===== config.mk =====
export PLATFORM = sky130hd
export DESIGN_NAME = ipf_host
export DESIGN_NICKNAME = d
export VERILOG_FILES = /design/src/ipf_pkg.sv /design/src/ipf_host.sv
export VERILOG_INCLUDE_DIRS = /design/src /design/src/src
export SDC_FILE = /design/constraint.sdc
export NUM_CORES = 2
export LEC_CHECK = 0
export ABC_CLOCK_PERIOD_IN_PS = 3870
export BUFFER_PORTS_ARGS = -buffer_cell sky130_fd_sc_hd__buf_2
export CORE_MARGIN = 3
export CORE_UTILIZATION = 59
export CTS_BUF_LIST = sky130_fd_sc_hd__clkbuf_4 sky130_fd_sc_hd__clkbuf_8
export DETAILED_ROUTE_END_ITERATION = 10
export GPL_ROUTABILITY_DRIVEN = 0
export MAX_ROUTING_LAYER = met4
export PLACE_DENSITY = 0.78
export SYNTH_ARGS = -nofsm -noshare
export SYNTH_HDL_FRONTEND = slang
export SYNTH_SLANG_ARGS = --single-unit

===== constraint.sdc =====
create_clock -name i_clk -period 3.87 [get_ports i_clk]
set_input_delay 0.5805 -clock i_clk [delete_from_list [all_inputs] [get_ports i_clk]]
set_output_delay 0.5805 -clock i_clk [all_outputs]
set_load 0.01 [all_outputs]

===== src/ipf_defs.svh =====
// offsets, fields, opcodes and timing counts for the flash programming host
`ifndef IPF_DEFS_SVH
`define IPF_DEFS_SVH

// own user-side register map (byte addresses)
`define IPF_REG_CTRL        9'h000
`define IPF_REG_ADDR        9'h004
`define IPF_REG_STAT        9'h008
`define IPF_BUF_SEL_BIT     8
`define IPF_CTRL_OP_LSB     0
`define IPF_CTRL_OP_MSB     1
`define IPF_CTRL_HOLD_BIT   2
`define IPF_CTRL_FIN_BIT    3
`define IPF_CTRL_GO_BIT     8
`define IPF_CTRL_RST        4'h0
`define IPF_STAT_BUSY_BIT   0
`define IPF_STAT_DONE_BIT   1
`define IPF_STAT_TMO_BIT    2
`define IPF_STAT_FDONE_BIT  3

// device register map as seen on the device port (byte addresses)
`define IPF_DEV_PGM_EN      12'h000
`define IPF_DEV_FPCFG       12'h004
`define IPF_DEV_LINK        12'h008
`define IPF_DEV_PGM_CFG     12'h00C
`define IPF_DEV_PGM_CMD     12'h010
`define IPF_DEV_PGM_STAT    12'h014
`define IPF_DEV_DATA        12'h100
`define IPF_FPCFG_MODE_BIT  0
`define IPF_FPCFG_HOLD_BIT  1
`define IPF_FPCFG_DONE_BIT  2
`define IPF_DSTAT_INSTR_BIT 0
`define IPF_DSTAT_PAGE_BIT  1
`define IPF_MODE_SPI        1'b0
`define IPF_CMD_START       32'h0000_0001

// flash instruction codes placed into the configuration register
`define IPF_OPC_PROGRAM     8'h02
`define IPF_OPC_CHIP_ERASE  8'hC7
`define IPF_OPC_SECT_ERASE  8'hD8
`define IPF_OPC_READ        8'h03

// one page: 256 bytes as 64 words
`define IPF_PAGE_BYTES      256
`define IPF_PAGE_WORDS      64
`define IPF_LAST_WORD       6'h3F

// done-flag poll limit; each poll takes three cycles
`define IPF_POLL_LIMIT      32'd50000000

`endif


===== src/ipf_pkg.sv =====
// types for the flash programming host
package ipf_pkg;

	typedef enum logic [1:0] {
		IPF_OP_PROGRAM = 2'h0,
		IPF_OP_CHIP_ER = 2'h1,
		IPF_OP_SECT_ER = 2'h2,
		IPF_OP_READ    = 2'h3
	} ipf_op_t;

	// gray codes along the usual path
	typedef enum logic [4:0] {
		IPF_S_IDLE     = 5'h00,
		IPF_S_PGM_ON   = 5'h01,
		IPF_S_LINK_OFF = 5'h03,
		IPF_S_MODE     = 5'h02,
		IPF_S_FILL     = 5'h06,
		IPF_S_CFG      = 5'h07,
		IPF_S_CMD      = 5'h05,
		IPF_S_POLL_RD  = 5'h04,
		IPF_S_POLL_CHK = 5'h0C,
		IPF_S_DRN_RD   = 5'h0D,
		IPF_S_DRN_CAP  = 5'h0F,
		IPF_S_PGM_OFF  = 5'h0E,
		IPF_S_REL_HOLD = 5'h0A,
		IPF_S_LINK_ON  = 5'h0B,
		IPF_S_STAT_RD  = 5'h09,
		IPF_S_STAT_CHK = 5'h08
	} ipf_state_t;

endpackage


===== src/ipf_host.sv =====
// host sequencer that programs, erases and reads the configuration flash
// Notes on behaviour
// - programming mode and SPI configuration mode set before each flash job.
// - reconfigure-hold set when requested before flash operations.
// - host link to the user FPGA disabled before reconfigure-hold is set.
// - page buffer holds one 256-byte page; one program moves at most that.
// - start address and page-write instruction loaded before the start.
// - a command register write launches the configured instruction.
// - wait for instruction-done or page-data-done before anything further; the host goes on after POLL_LIMIT polls and sets the timeout bit.
// - software repeats fill, address, start, wait until the image is written.
// - clearing programming mode returns the flash to the user FPGA.
// - chip erase: load erase instruction, start, wait for done flags.
// - sector erase: address written, erase instruction set, then started.
// - sector erases repeat, each waiting for completion first.
// - read: load start address and read instruction, start, wait for done.
`timescale 1ns/1ps
`include "ipf_defs.svh"

module ipf_host #(
	parameter logic [31:0] POLL_LIMIT = `IPF_POLL_LIMIT
) (
	input  wire logic        i_clk,
	input  wire logic        i_rst_b,
	input  wire logic [8:0]  i_addr,
	input  wire logic [31:0] i_wdata,
	input  wire logic        i_wr,
	input  wire logic        i_rd,
	output logic      [31:0] o_rdata,
	output logic      [11:0] o_dev_addr,
	output logic      [31:0] o_dev_wdata,
	output logic             o_dev_wr,
	output logic             o_dev_rd,
	input  wire logic [31:0] i_dev_rdata
);
	import ipf_pkg::*;

	// one flash page
	logic [31:0] page_mem [0:`IPF_PAGE_WORDS-1];

	ipf_state_t  state_q, state_d;
	logic [3:0]  ctrl_q, ctrl_d;
	logic [23:0] faddr_q, faddr_d;
	logic [5:0]  idx_q, idx_d;
	logic        wt_q, wt_d;
	logic [31:0] poll_q, poll_d;
	logic        done_q, done_d;
	logic        tmo_q, tmo_d;
	logic        fdone_q, fdone_d;
	logic [31:0] rdata_d;
	logic [11:0] dev_addr_d;
	logic [31:0] dev_wdata_d;
	logic        dev_wr_d;
	logic        dev_rd_d;
	logic        mem_we;
	logic [5:0]  mem_idx;
	logic [31:0] mem_wdata;
	ipf_op_t     op;
	logic        hold;
	logic        fin;
	logic        busy;
	logic        buf_hit;
	logic [7:0]  opcode;

	assign op      = ipf_op_t'(ctrl_q[`IPF_CTRL_OP_MSB:`IPF_CTRL_OP_LSB]);
	assign hold    = ctrl_q[`IPF_CTRL_HOLD_BIT];
	assign fin     = ctrl_q[`IPF_CTRL_FIN_BIT];
	assign busy    = (state_q != IPF_S_IDLE);
	assign buf_hit = i_addr[`IPF_BUF_SEL_BIT];

	always_comb begin
		case (op)
			IPF_OP_PROGRAM: opcode = `IPF_OPC_PROGRAM;
			IPF_OP_CHIP_ER: opcode = `IPF_OPC_CHIP_ERASE;
			IPF_OP_SECT_ER: opcode = `IPF_OPC_SECT_ERASE;
			IPF_OP_READ:    opcode = `IPF_OPC_READ;
			default:        opcode = `IPF_OPC_READ;
		endcase
	end

	always_comb begin
		state_d     = state_q;
		ctrl_d      = ctrl_q;
		faddr_d     = faddr_q;
		idx_d       = idx_q;
		wt_d        = wt_q;
		poll_d      = poll_q;
		done_d      = done_q;
		tmo_d       = tmo_q;
		fdone_d     = fdone_q;
		dev_addr_d  = o_dev_addr;
		dev_wdata_d = o_dev_wdata;
		dev_wr_d    = 1'b0;
		dev_rd_d    = 1'b0;
		rdata_d     = 32'h0000_0000;
		mem_we      = 1'b0;
		mem_idx     = i_addr[7:2];
		mem_wdata   = i_wdata;

		// user port; user writes to settings and buffer are dropped while a sequence runs
		if (i_rd) begin
			if (buf_hit) begin
				rdata_d = page_mem[i_addr[7:2]];
			end else if (i_addr == `IPF_REG_CTRL) begin
				rdata_d = {28'h000_0000, ctrl_q};
			end else if (i_addr == `IPF_REG_ADDR) begin
				rdata_d = {8'h00, faddr_q};
			end else if (i_addr == `IPF_REG_STAT) begin
				rdata_d = {28'h000_0000, fdone_q, tmo_q, done_q, busy};
			end
		end
		if (i_wr && !busy) begin
			if (buf_hit) begin
				mem_we = 1'b1;
			end else if (i_addr == `IPF_REG_ADDR) begin
				faddr_d = i_wdata[23:0];
			end else if (i_addr == `IPF_REG_CTRL) begin
				ctrl_d = i_wdata[3:0];
				if (i_wdata[`IPF_CTRL_GO_BIT]) begin
					done_d  = 1'b0;
					tmo_d   = 1'b0;
					idx_d   = 6'h00;
					state_d = IPF_S_PGM_ON;
				end
			end
		end

		case (state_q)
			IPF_S_IDLE: begin
			end
			IPF_S_PGM_ON: begin
				dev_wr_d    = 1'b1;
				dev_addr_d  = `IPF_DEV_PGM_EN;
				dev_wdata_d = 32'h0000_0001;
				state_d     = hold ? IPF_S_LINK_OFF : IPF_S_MODE;
			end
			IPF_S_LINK_OFF: begin
				dev_wr_d    = 1'b1;
				dev_addr_d  = `IPF_DEV_LINK;
				dev_wdata_d = 32'h0000_0000;
				state_d     = IPF_S_MODE;
			end
			IPF_S_MODE: begin
				dev_wr_d    = 1'b1;
				dev_addr_d  = `IPF_DEV_FPCFG;
				dev_wdata_d = 32'h0000_0000;
				dev_wdata_d[`IPF_FPCFG_MODE_BIT] = `IPF_MODE_SPI;
				dev_wdata_d[`IPF_FPCFG_HOLD_BIT] = hold;
				state_d = (op == IPF_OP_PROGRAM) ? IPF_S_FILL : IPF_S_CFG;
			end
			IPF_S_FILL: begin
				// the device programs from offset zero, so copy from word 0 up
				dev_wr_d    = 1'b1;
				dev_addr_d  = `IPF_DEV_DATA + {4'h0, idx_q, 2'b00};
				dev_wdata_d = page_mem[idx_q];
				idx_d       = idx_q + 6'h01;
				if (idx_q == `IPF_LAST_WORD) begin
					state_d = IPF_S_CFG;
				end
			end
			IPF_S_CFG: begin
				dev_wr_d    = 1'b1;
				dev_addr_d  = `IPF_DEV_PGM_CFG;
				dev_wdata_d = {opcode, faddr_q};
				state_d     = IPF_S_CMD;
			end
			IPF_S_CMD: begin
				dev_wr_d    = 1'b1;
				dev_addr_d  = `IPF_DEV_PGM_CMD;
				dev_wdata_d = `IPF_CMD_START;
				poll_d      = 32'h0000_0000;
				state_d     = IPF_S_POLL_RD;
			end
			IPF_S_POLL_RD: begin
				dev_rd_d   = 1'b1;
				dev_addr_d = `IPF_DEV_PGM_STAT;
				wt_d       = 1'b0;
				state_d    = IPF_S_POLL_CHK;
			end
			IPF_S_POLL_CHK: begin
				// strobe leaves the flop now; its data arrive one cycle later
				wt_d = 1'b1;
				if (wt_q) begin
					poll_d = poll_q + 32'h0000_0001;
					if (i_dev_rdata[`IPF_DSTAT_INSTR_BIT] ||
					    i_dev_rdata[`IPF_DSTAT_PAGE_BIT]) begin
						idx_d   = 6'h00;
						state_d = (op == IPF_OP_READ) ? IPF_S_DRN_RD :
						          (fin ? IPF_S_PGM_OFF : IPF_S_STAT_RD);
					end else if (poll_q >= POLL_LIMIT - 32'h0000_0001) begin
						tmo_d   = 1'b1;
						state_d = fin ? IPF_S_PGM_OFF : IPF_S_STAT_RD;
					end else begin
						state_d = IPF_S_POLL_RD;
					end
				end
			end
			IPF_S_DRN_RD: begin
				dev_rd_d   = 1'b1;
				dev_addr_d = `IPF_DEV_DATA + {4'h0, idx_q, 2'b00};
				wt_d       = 1'b0;
				state_d    = IPF_S_DRN_CAP;
			end
			IPF_S_DRN_CAP: begin
				wt_d = 1'b1;
				if (wt_q) begin
					mem_we    = 1'b1;
					mem_idx   = idx_q;
					mem_wdata = i_dev_rdata;
					idx_d     = idx_q + 6'h01;
					if (idx_q == `IPF_LAST_WORD) begin
						state_d = fin ? IPF_S_PGM_OFF : IPF_S_STAT_RD;
					end else begin
						state_d = IPF_S_DRN_RD;
					end
				end
			end
			IPF_S_PGM_OFF: begin
				dev_wr_d    = 1'b1;
				dev_addr_d  = `IPF_DEV_PGM_EN;
				dev_wdata_d = 32'h0000_0000;
				state_d     = hold ? IPF_S_REL_HOLD : IPF_S_STAT_RD;
			end
			IPF_S_REL_HOLD: begin
				// releasing the hold starts the user FPGA reconfiguration
				dev_wr_d    = 1'b1;
				dev_addr_d  = `IPF_DEV_FPCFG;
				dev_wdata_d = 32'h0000_0000;
				state_d     = IPF_S_LINK_ON;
			end
			IPF_S_LINK_ON: begin
				dev_wr_d    = 1'b1;
				dev_addr_d  = `IPF_DEV_LINK;
				dev_wdata_d = 32'h0000_0001;
				state_d     = IPF_S_STAT_RD;
			end
			IPF_S_STAT_RD: begin
				dev_rd_d   = 1'b1;
				dev_addr_d = `IPF_DEV_FPCFG;
				wt_d       = 1'b0;
				state_d    = IPF_S_STAT_CHK;
			end
			IPF_S_STAT_CHK: begin
				wt_d = 1'b1;
				if (wt_q) begin
					fdone_d = i_dev_rdata[`IPF_FPCFG_DONE_BIT];
					done_d  = 1'b1;
					state_d = IPF_S_IDLE;
				end
			end
			default: begin
				state_d = IPF_S_IDLE;
			end
		endcase
	end

	always_ff @(posedge i_clk or negedge i_rst_b) begin
		if (!i_rst_b) begin
			state_q     <= IPF_S_IDLE;
			ctrl_q      <= `IPF_CTRL_RST;
			faddr_q     <= 24'h00_0000;
			idx_q       <= 6'h00;
			wt_q        <= 1'b0;
			poll_q      <= 32'h0000_0000;
			done_q      <= 1'b0;
			tmo_q       <= 1'b0;
			fdone_q     <= 1'b0;
			o_rdata     <= 32'h0000_0000;
			o_dev_addr  <= 12'h000;
			o_dev_wdata <= 32'h0000_0000;
			o_dev_wr    <= 1'b0;
			o_dev_rd    <= 1'b0;
		end else begin
			state_q     <= state_d;
			ctrl_q      <= ctrl_d;
			faddr_q     <= faddr_d;
			idx_q       <= idx_d;
			wt_q        <= wt_d;
			poll_q      <= poll_d;
			done_q      <= done_d;
			tmo_q       <= tmo_d;
			fdone_q     <= fdone_d;
			o_rdata     <= rdata_d;
			o_dev_addr  <= dev_addr_d;
			o_dev_wdata <= dev_wdata_d;
			o_dev_wr    <= dev_wr_d;
			o_dev_rd    <= dev_rd_d;
		end
	end

	// page store has no reset; contents are undefined until written
	always_ff @(posedge i_clk) begin
		if (mem_we) begin
			page_mem[mem_idx] <= mem_wdata;
		end
	end

endmodule


Word-level counts from Yosys, hierarchy flattened
Memories as Yosys holds them, arrays and structs flattened.
Index checks and enable logic that the tools add are counted.
- register bits after elaboration: 153
- output and inout port bits: 78
- word-level logic and storage cells: 133
- bits in writable memories: 2048
- memories: 1
- input port bits: 77
- reduce and logical (&&, ||, !) cells: 24
- bitwise logic cells: 2
- $add $sub $neg: 3
- order comparisons: 1
- equal/unequal tests: 22
- multiplexer cells: 66
- memory list (memory ; words ; bits a word ; rd ports ; clocked after Yosys merged registers in ; wr ports ; RTL line ; text):
    page_mem ; 64 ; 32 ; 2 ; 0 ; 1 ; ipf_host.sv:38 ; logic [31:0] page_mem [0:`IPF_PAGE_WORDS-1];
- operators by type and width (kind ; count):
    32-bit two-way mux ; 5
    32-bit one-hot mux with 5 select lines ; 1
    12-bit one-hot mux with 7 select lines ; 1
    5-bit one-hot mux with 16 select lines ; 1
    32-bit one-hot mux with 2 select lines ; 1
    6-bit two-way mux ; 10
    5-bit two-way mux ; 11
    24-bit two-way mux ; 2
    5-bit by 4-bit == test with 1-bit output (second input constant) ; 8
    32-bit by 1-bit adder with 32-bit output (second input constant) ; 1
    32-bit by 26-bit greater-or-equal comparator with 1-bit output (second input constant) ; 1
    8-bit one-hot mux with 4 select lines ; 1
    1-bit two-way mux ; 26
    5-bit by 3-bit == test with 1-bit output (second input constant) ; 4
    6-bit one-hot mux with 3 select lines ; 1
    3-bit OR reduction ; 5
    9-bit by 8-bit adder with 10-bit output (first input constant) ; 1
    5-bit by 2-bit == test with 1-bit output (second input constant) ; 2
    5-bit nonzero test ; 2
    9-bit by 3-bit == test with 1-bit output (second input constant) ; 1
    9-bit by 4-bit == test with 1-bit output (second input constant) ; 1
    9-bit logical NOT ; 1
    9-bit OR reduction ; 1
    4-bit two-way mux ; 2
    21 further kinds ; 28

Logic depth before layout (Yosys ltp)
- word-level depth: 9
- mapped depth: 11
- mapped depth without buffers: 6

Least setup slack after synthesis
Ideal clock, no wire load.
- path type: input-to-reg
- start point: in i_addr[2]
- end point: mem page_mem[11][0], enable pin
- setup time: 0.421 ns
- arrival: 3.418 ns
- data required time: 3.449 ns
- setup slack: 0.030 ns
- buffers on the path: 6
- cell stages on the path: 10
- path through: buf_6 -> buf_6 -> buf_6 -> buf_4 -> buf_4 -> buf_4 -> nand2_1 -> mux2i_1 -> nand2_1 -> nor2_1
- word-level cells in the longest chain between the ends: 2
- RTL lines (item ; RTL line ; text):
    start: declaration ; ipf_host.sv:24 ; input wire logic [8:0] i_addr,
    6-bit two-way mux ; ipf_host.sv:205 ; if (wt_q) begin
    6-bit two-way mux * ; ipf_host.sv:127 ; case (state_q)
    end: declaration ; ipf_host.sv:38 ;
Mark *: on every way between the ends. The rest lies on a longest branch, timed or not.

Final worst setup path
- start point: reg idx_q[1]
- end point: reg o_dev_wdata[2]
- word-level cells in the longest chain between the ends: 2
- RTL lines (item ; RTL line ; text):
    start: declaration ; ipf_host.sv:43 ; logic [5:0] idx_q, idx_d;
    start signal: assignment ; ipf_host.sv:276 ; idx_q <= idx_d;
    memory read 64 x 32 bit ; - ;
    32-bit one-hot mux with 5 select lines ; ipf_host.sv:127 ;
    end signal: assignment ; ipf_host.sv:284 ; o_dev_wdata <= dev_wdata_d;
    end: declaration ; ipf_host.sv:30 ; output logic [31:0] o_dev_wdata,
Every way passes these cells.
A chain may end at the register's enable or synchronous reset.

==> reports/summary.txt <==
fin crit share -> 0.8650
Clk Latency, worst-skew pair -> 1070 ps
CP max FO -> 36
Die ar. -> 0.1768 mm²
CP peak stage delay -> 690 ps
fraction of registers with async set/reset -> 0.06740
Hold Fails Final Rpt -> 0
post-synth top area share -> 0.6069
synthesis-to-layout area growth -> 13.40%
Resized Gates After CTS -> 0
Distinct cells, synth -> 81
FF+latch count, synth -> 2,196
initial antenna violation count -> 11
Pwr Density -> 452.9 mW/mm²
max cap viols -> 0
Syn Inst Count -> 4,996
worst path cell trace -> buf_12 > buf_12 > mux4_2 > mux2_2 > a222oi_1 > o21ai_1 > a211o_1
All-Layer GR Usage -> 0.3926
gr ovfl total -> 0
min Tclk post-route -> 3348 ps
fmax -> 0.2987 GHz
Rows -> 151
ys flop type -> edfxtp_1
Synth Area in Adders -> 0.0007409
Initial Util -> 0.5959
CTS root buf -> clkbuf_8
DP Wirelength -> 203.3 mm
cell mode on critical path -> buf_12
Worst setup SP type -> register
area taken by multi-input logic gates -> 0.03473 mm²
IO Count -> 155
Tightest Pin Transition -> 1305 ps
P_leak -> 38.04 nW
Yosys warnings -> 0
CTS buffer count -> 361
Buf/Inv on CP -> 2
post-cts hold buffer count -> 30
Die Span Y -> 420.4 µm
postcts setup bufs -> 0
CP required -> 4760 ps
final setup vio count -> 0
Syn Std Cell Area -> 0.1013 mm²
core area -> 0.1700 mm²
sequential fraction of the synthesis area -> 0.6435
TritonCTS clock tree -> built
Yosys top cell by area -> edfxtp_1
Slew HR -> 0.1302
first-pass GRT wire length -> 462.7 mm
fin nets -> 5,603
core occupancy in the finished layout -> 0.6758
Crit-path slowest cell -> dfrtp_4
Hold Path Class -> in2reg
crit path capture type -> register
Via Count -> 62.51k
Reg area -> 0.06522 mm²
Initial DRT Pass Iterations -> 9
WP data arrival -> 4240 ps
clock slew at reported path FFs -> 60 ps
post-synthesis xor/xnor area fraction -> 0.0008643
dpl cell area -> 0.1075 mm²
ranking of synthesized cells by area -> edfxtp_1, mux4_2, dfrtp_1
status -> completed
final non-filler cell area -> 0.1149 mm²
WS Path Type -> reg2reg
# DRC -> 0
Final Max Slew Viols -> 0
Filler cells -> 10.32k
post-synthesis mux area share -> 0.2760
largest net degree at the start of global routing -> 89
Die Width -> 420.4 µm
CTS max path bufs -> 4
Post-Synth Simple-Gate Area -> 0.02682
DRT antenna net count -> 0
wire per inst -> 41.33 µm
Post-Syn Area per Cell -> 20.28 µm²
Post-synth EDFFs -> 2,048
vias in the first global route -> 61.44k
largest family of logic cells by synthesized area -> multiplexers
clock skew -> 87.96 ps
Routed WL -> 332.1 mm
Top Family by Delay on Critical Path -> compound AO/OA/AOI/OAI gates
RSZ-0062 raised after global routing -> false
DRT iter0 DRCs -> 11.30k
# H-tree levels -> 5
share of cells above drive strength 1 -> 0.4141
# clock sinks -> 2,196
port bufs -> 149
Compound-Gate Fraction of Synth Area -> 0.03224
VDD IR max -> 367.8 µV
post-layout total power -> 52.04 mW
drt via density -> 7.780
## final timing paths
check,from,end,slack (ps),cells after the start
worst max-delay path,idx_q[1],o_dev_wdata[2],520,7
worst min-delay path,i_dev_rdata[0],state_q[1],150,4
worst max register to register,idx_q[1],o_dev_wdata[2],520,7
worst min register to register,poll_q[31],poll_q[31],490,1
max in group asynchronous,i_rst_b,idx_q[2],2630,3
min in group asynchronous,i_rst_b,o_rdata[16],170,2
## per-layer routing
| metal | up-vias | track usage | wire length, µm |
|---|---|---|---|
| met5 | - | - | 0 |
| li1 | 22850 | - | - |
| met4 | 0 | 0.2309 | 24900 |
| met2 | 6264 | 0.5592 | 150100 |
| met1 | 31980 | 0.4870 | 102800 |
| met3 | 1426 | 0.1450 | 54360 |
## cell type report
class	instances	area share
multi-input combinational	2413	0.3022
tap	2218	0.02415
inverter	16	0.0005227
clock inverter	150	0.008744
sequential	2196	0.5676
timing repair buffer	532	0.04340
antenna	17	0.0003702
clock buffer	493	0.05301
## cell usage after synthesis (all sizes together), types with 24 or more instances
master / n
buf: 229
nand3: 51
nor2: 132
and2: 27
a211oi: 24
a22oi: 120
clkbuf: 147
mux2i: 102
o21ai: 60
mux4: 1161
nand2: 240
nor3: 26
mux2: 71
a21oi: 96
edfxtp: 2048
dfrtp: 148
## registers in the layout, indices dropped and copies added, names as in the netlist
register	cells
page_mem	2048
o_dev_wdata	32
o_rdata	32
poll_q	32
faddr_q	24
o_dev_addr	7
idx_q	6
state_q	5
ctrl_q	4
done_q	1
fdone_q	1
o_dev_rd	1
o_dev_wr	1
tmo_q	1
wt_q	1
## through the flow
step           instances  hold slack [ps]  TNS [ps]  worst slack, ps
2_1_floorplan       5001            284.9         0            30.41
3_3_place_gp        7345            459.1         0            13.81
3_5_place_dp        7345            484.3    -6.642           -6.642
4_1_cts             8018           0.3993         0            645.0
5_1_grt             8029            130.3         0            418.4
6_report            8035            146.2         0            522.4
## kinds of logic after synthesis
logic type | count (synthesis)
flops | 2196
mux | 1334
fa+ha+maj | 6
buf+inv | 392
xor+xnor | 10
other cells | 1
simple gates | 588
compound gates | 469
## worst min-delay path, delay by kind of cell
kind            cells  cell delay (ps)
buf+inv             1              120
compound gates      3              430
## cells in the final DEF (no fill, tap or decap), types with 24 or more instances in the layout
cell | synthesis | layout
a21oi_1 | 96 | 96
buf_12 | 1 | 100
mux2i_1 | 102 | 102
nand2_1 | 240 | 232
nor2_1 | 132 | 62
clkbuf_4 | 0 | 111
and2_1 | 27 | 26
clkinv_2 | 0 | 54
dlygate4sd3_1 | 0 | 30
nor2_4 | 0 | 69
mux4_2 | 1161 | 1161
edfxtp_1 | 2048 | 2048
clkinv_1 | 2 | 77
a22oi_1 | 120 | 120
buf_2 | 93 | 143
a211oi_1 | 24 | 24
clkbuf_8 | 0 | 383
o21ai_0 | 45 | 45
dfrtp_1 | 148 | 144
mux2_2 | 71 | 71
nand3_1 | 50 | 50
buf_4 | 53 | 255
nor3_1 | 26 | 26
## power breakdown
group / switching [mW] / total (mW) / internal [mW]
Clock: 9.39 / 20.4 / 11.0
Sequential: 0.145 / 26.2 / 26.1
Combinational: 2.95 / 5.37 / 2.42
Total: 12.5 / 52.0 / 39.6
(Power assumes the default switching activity.)
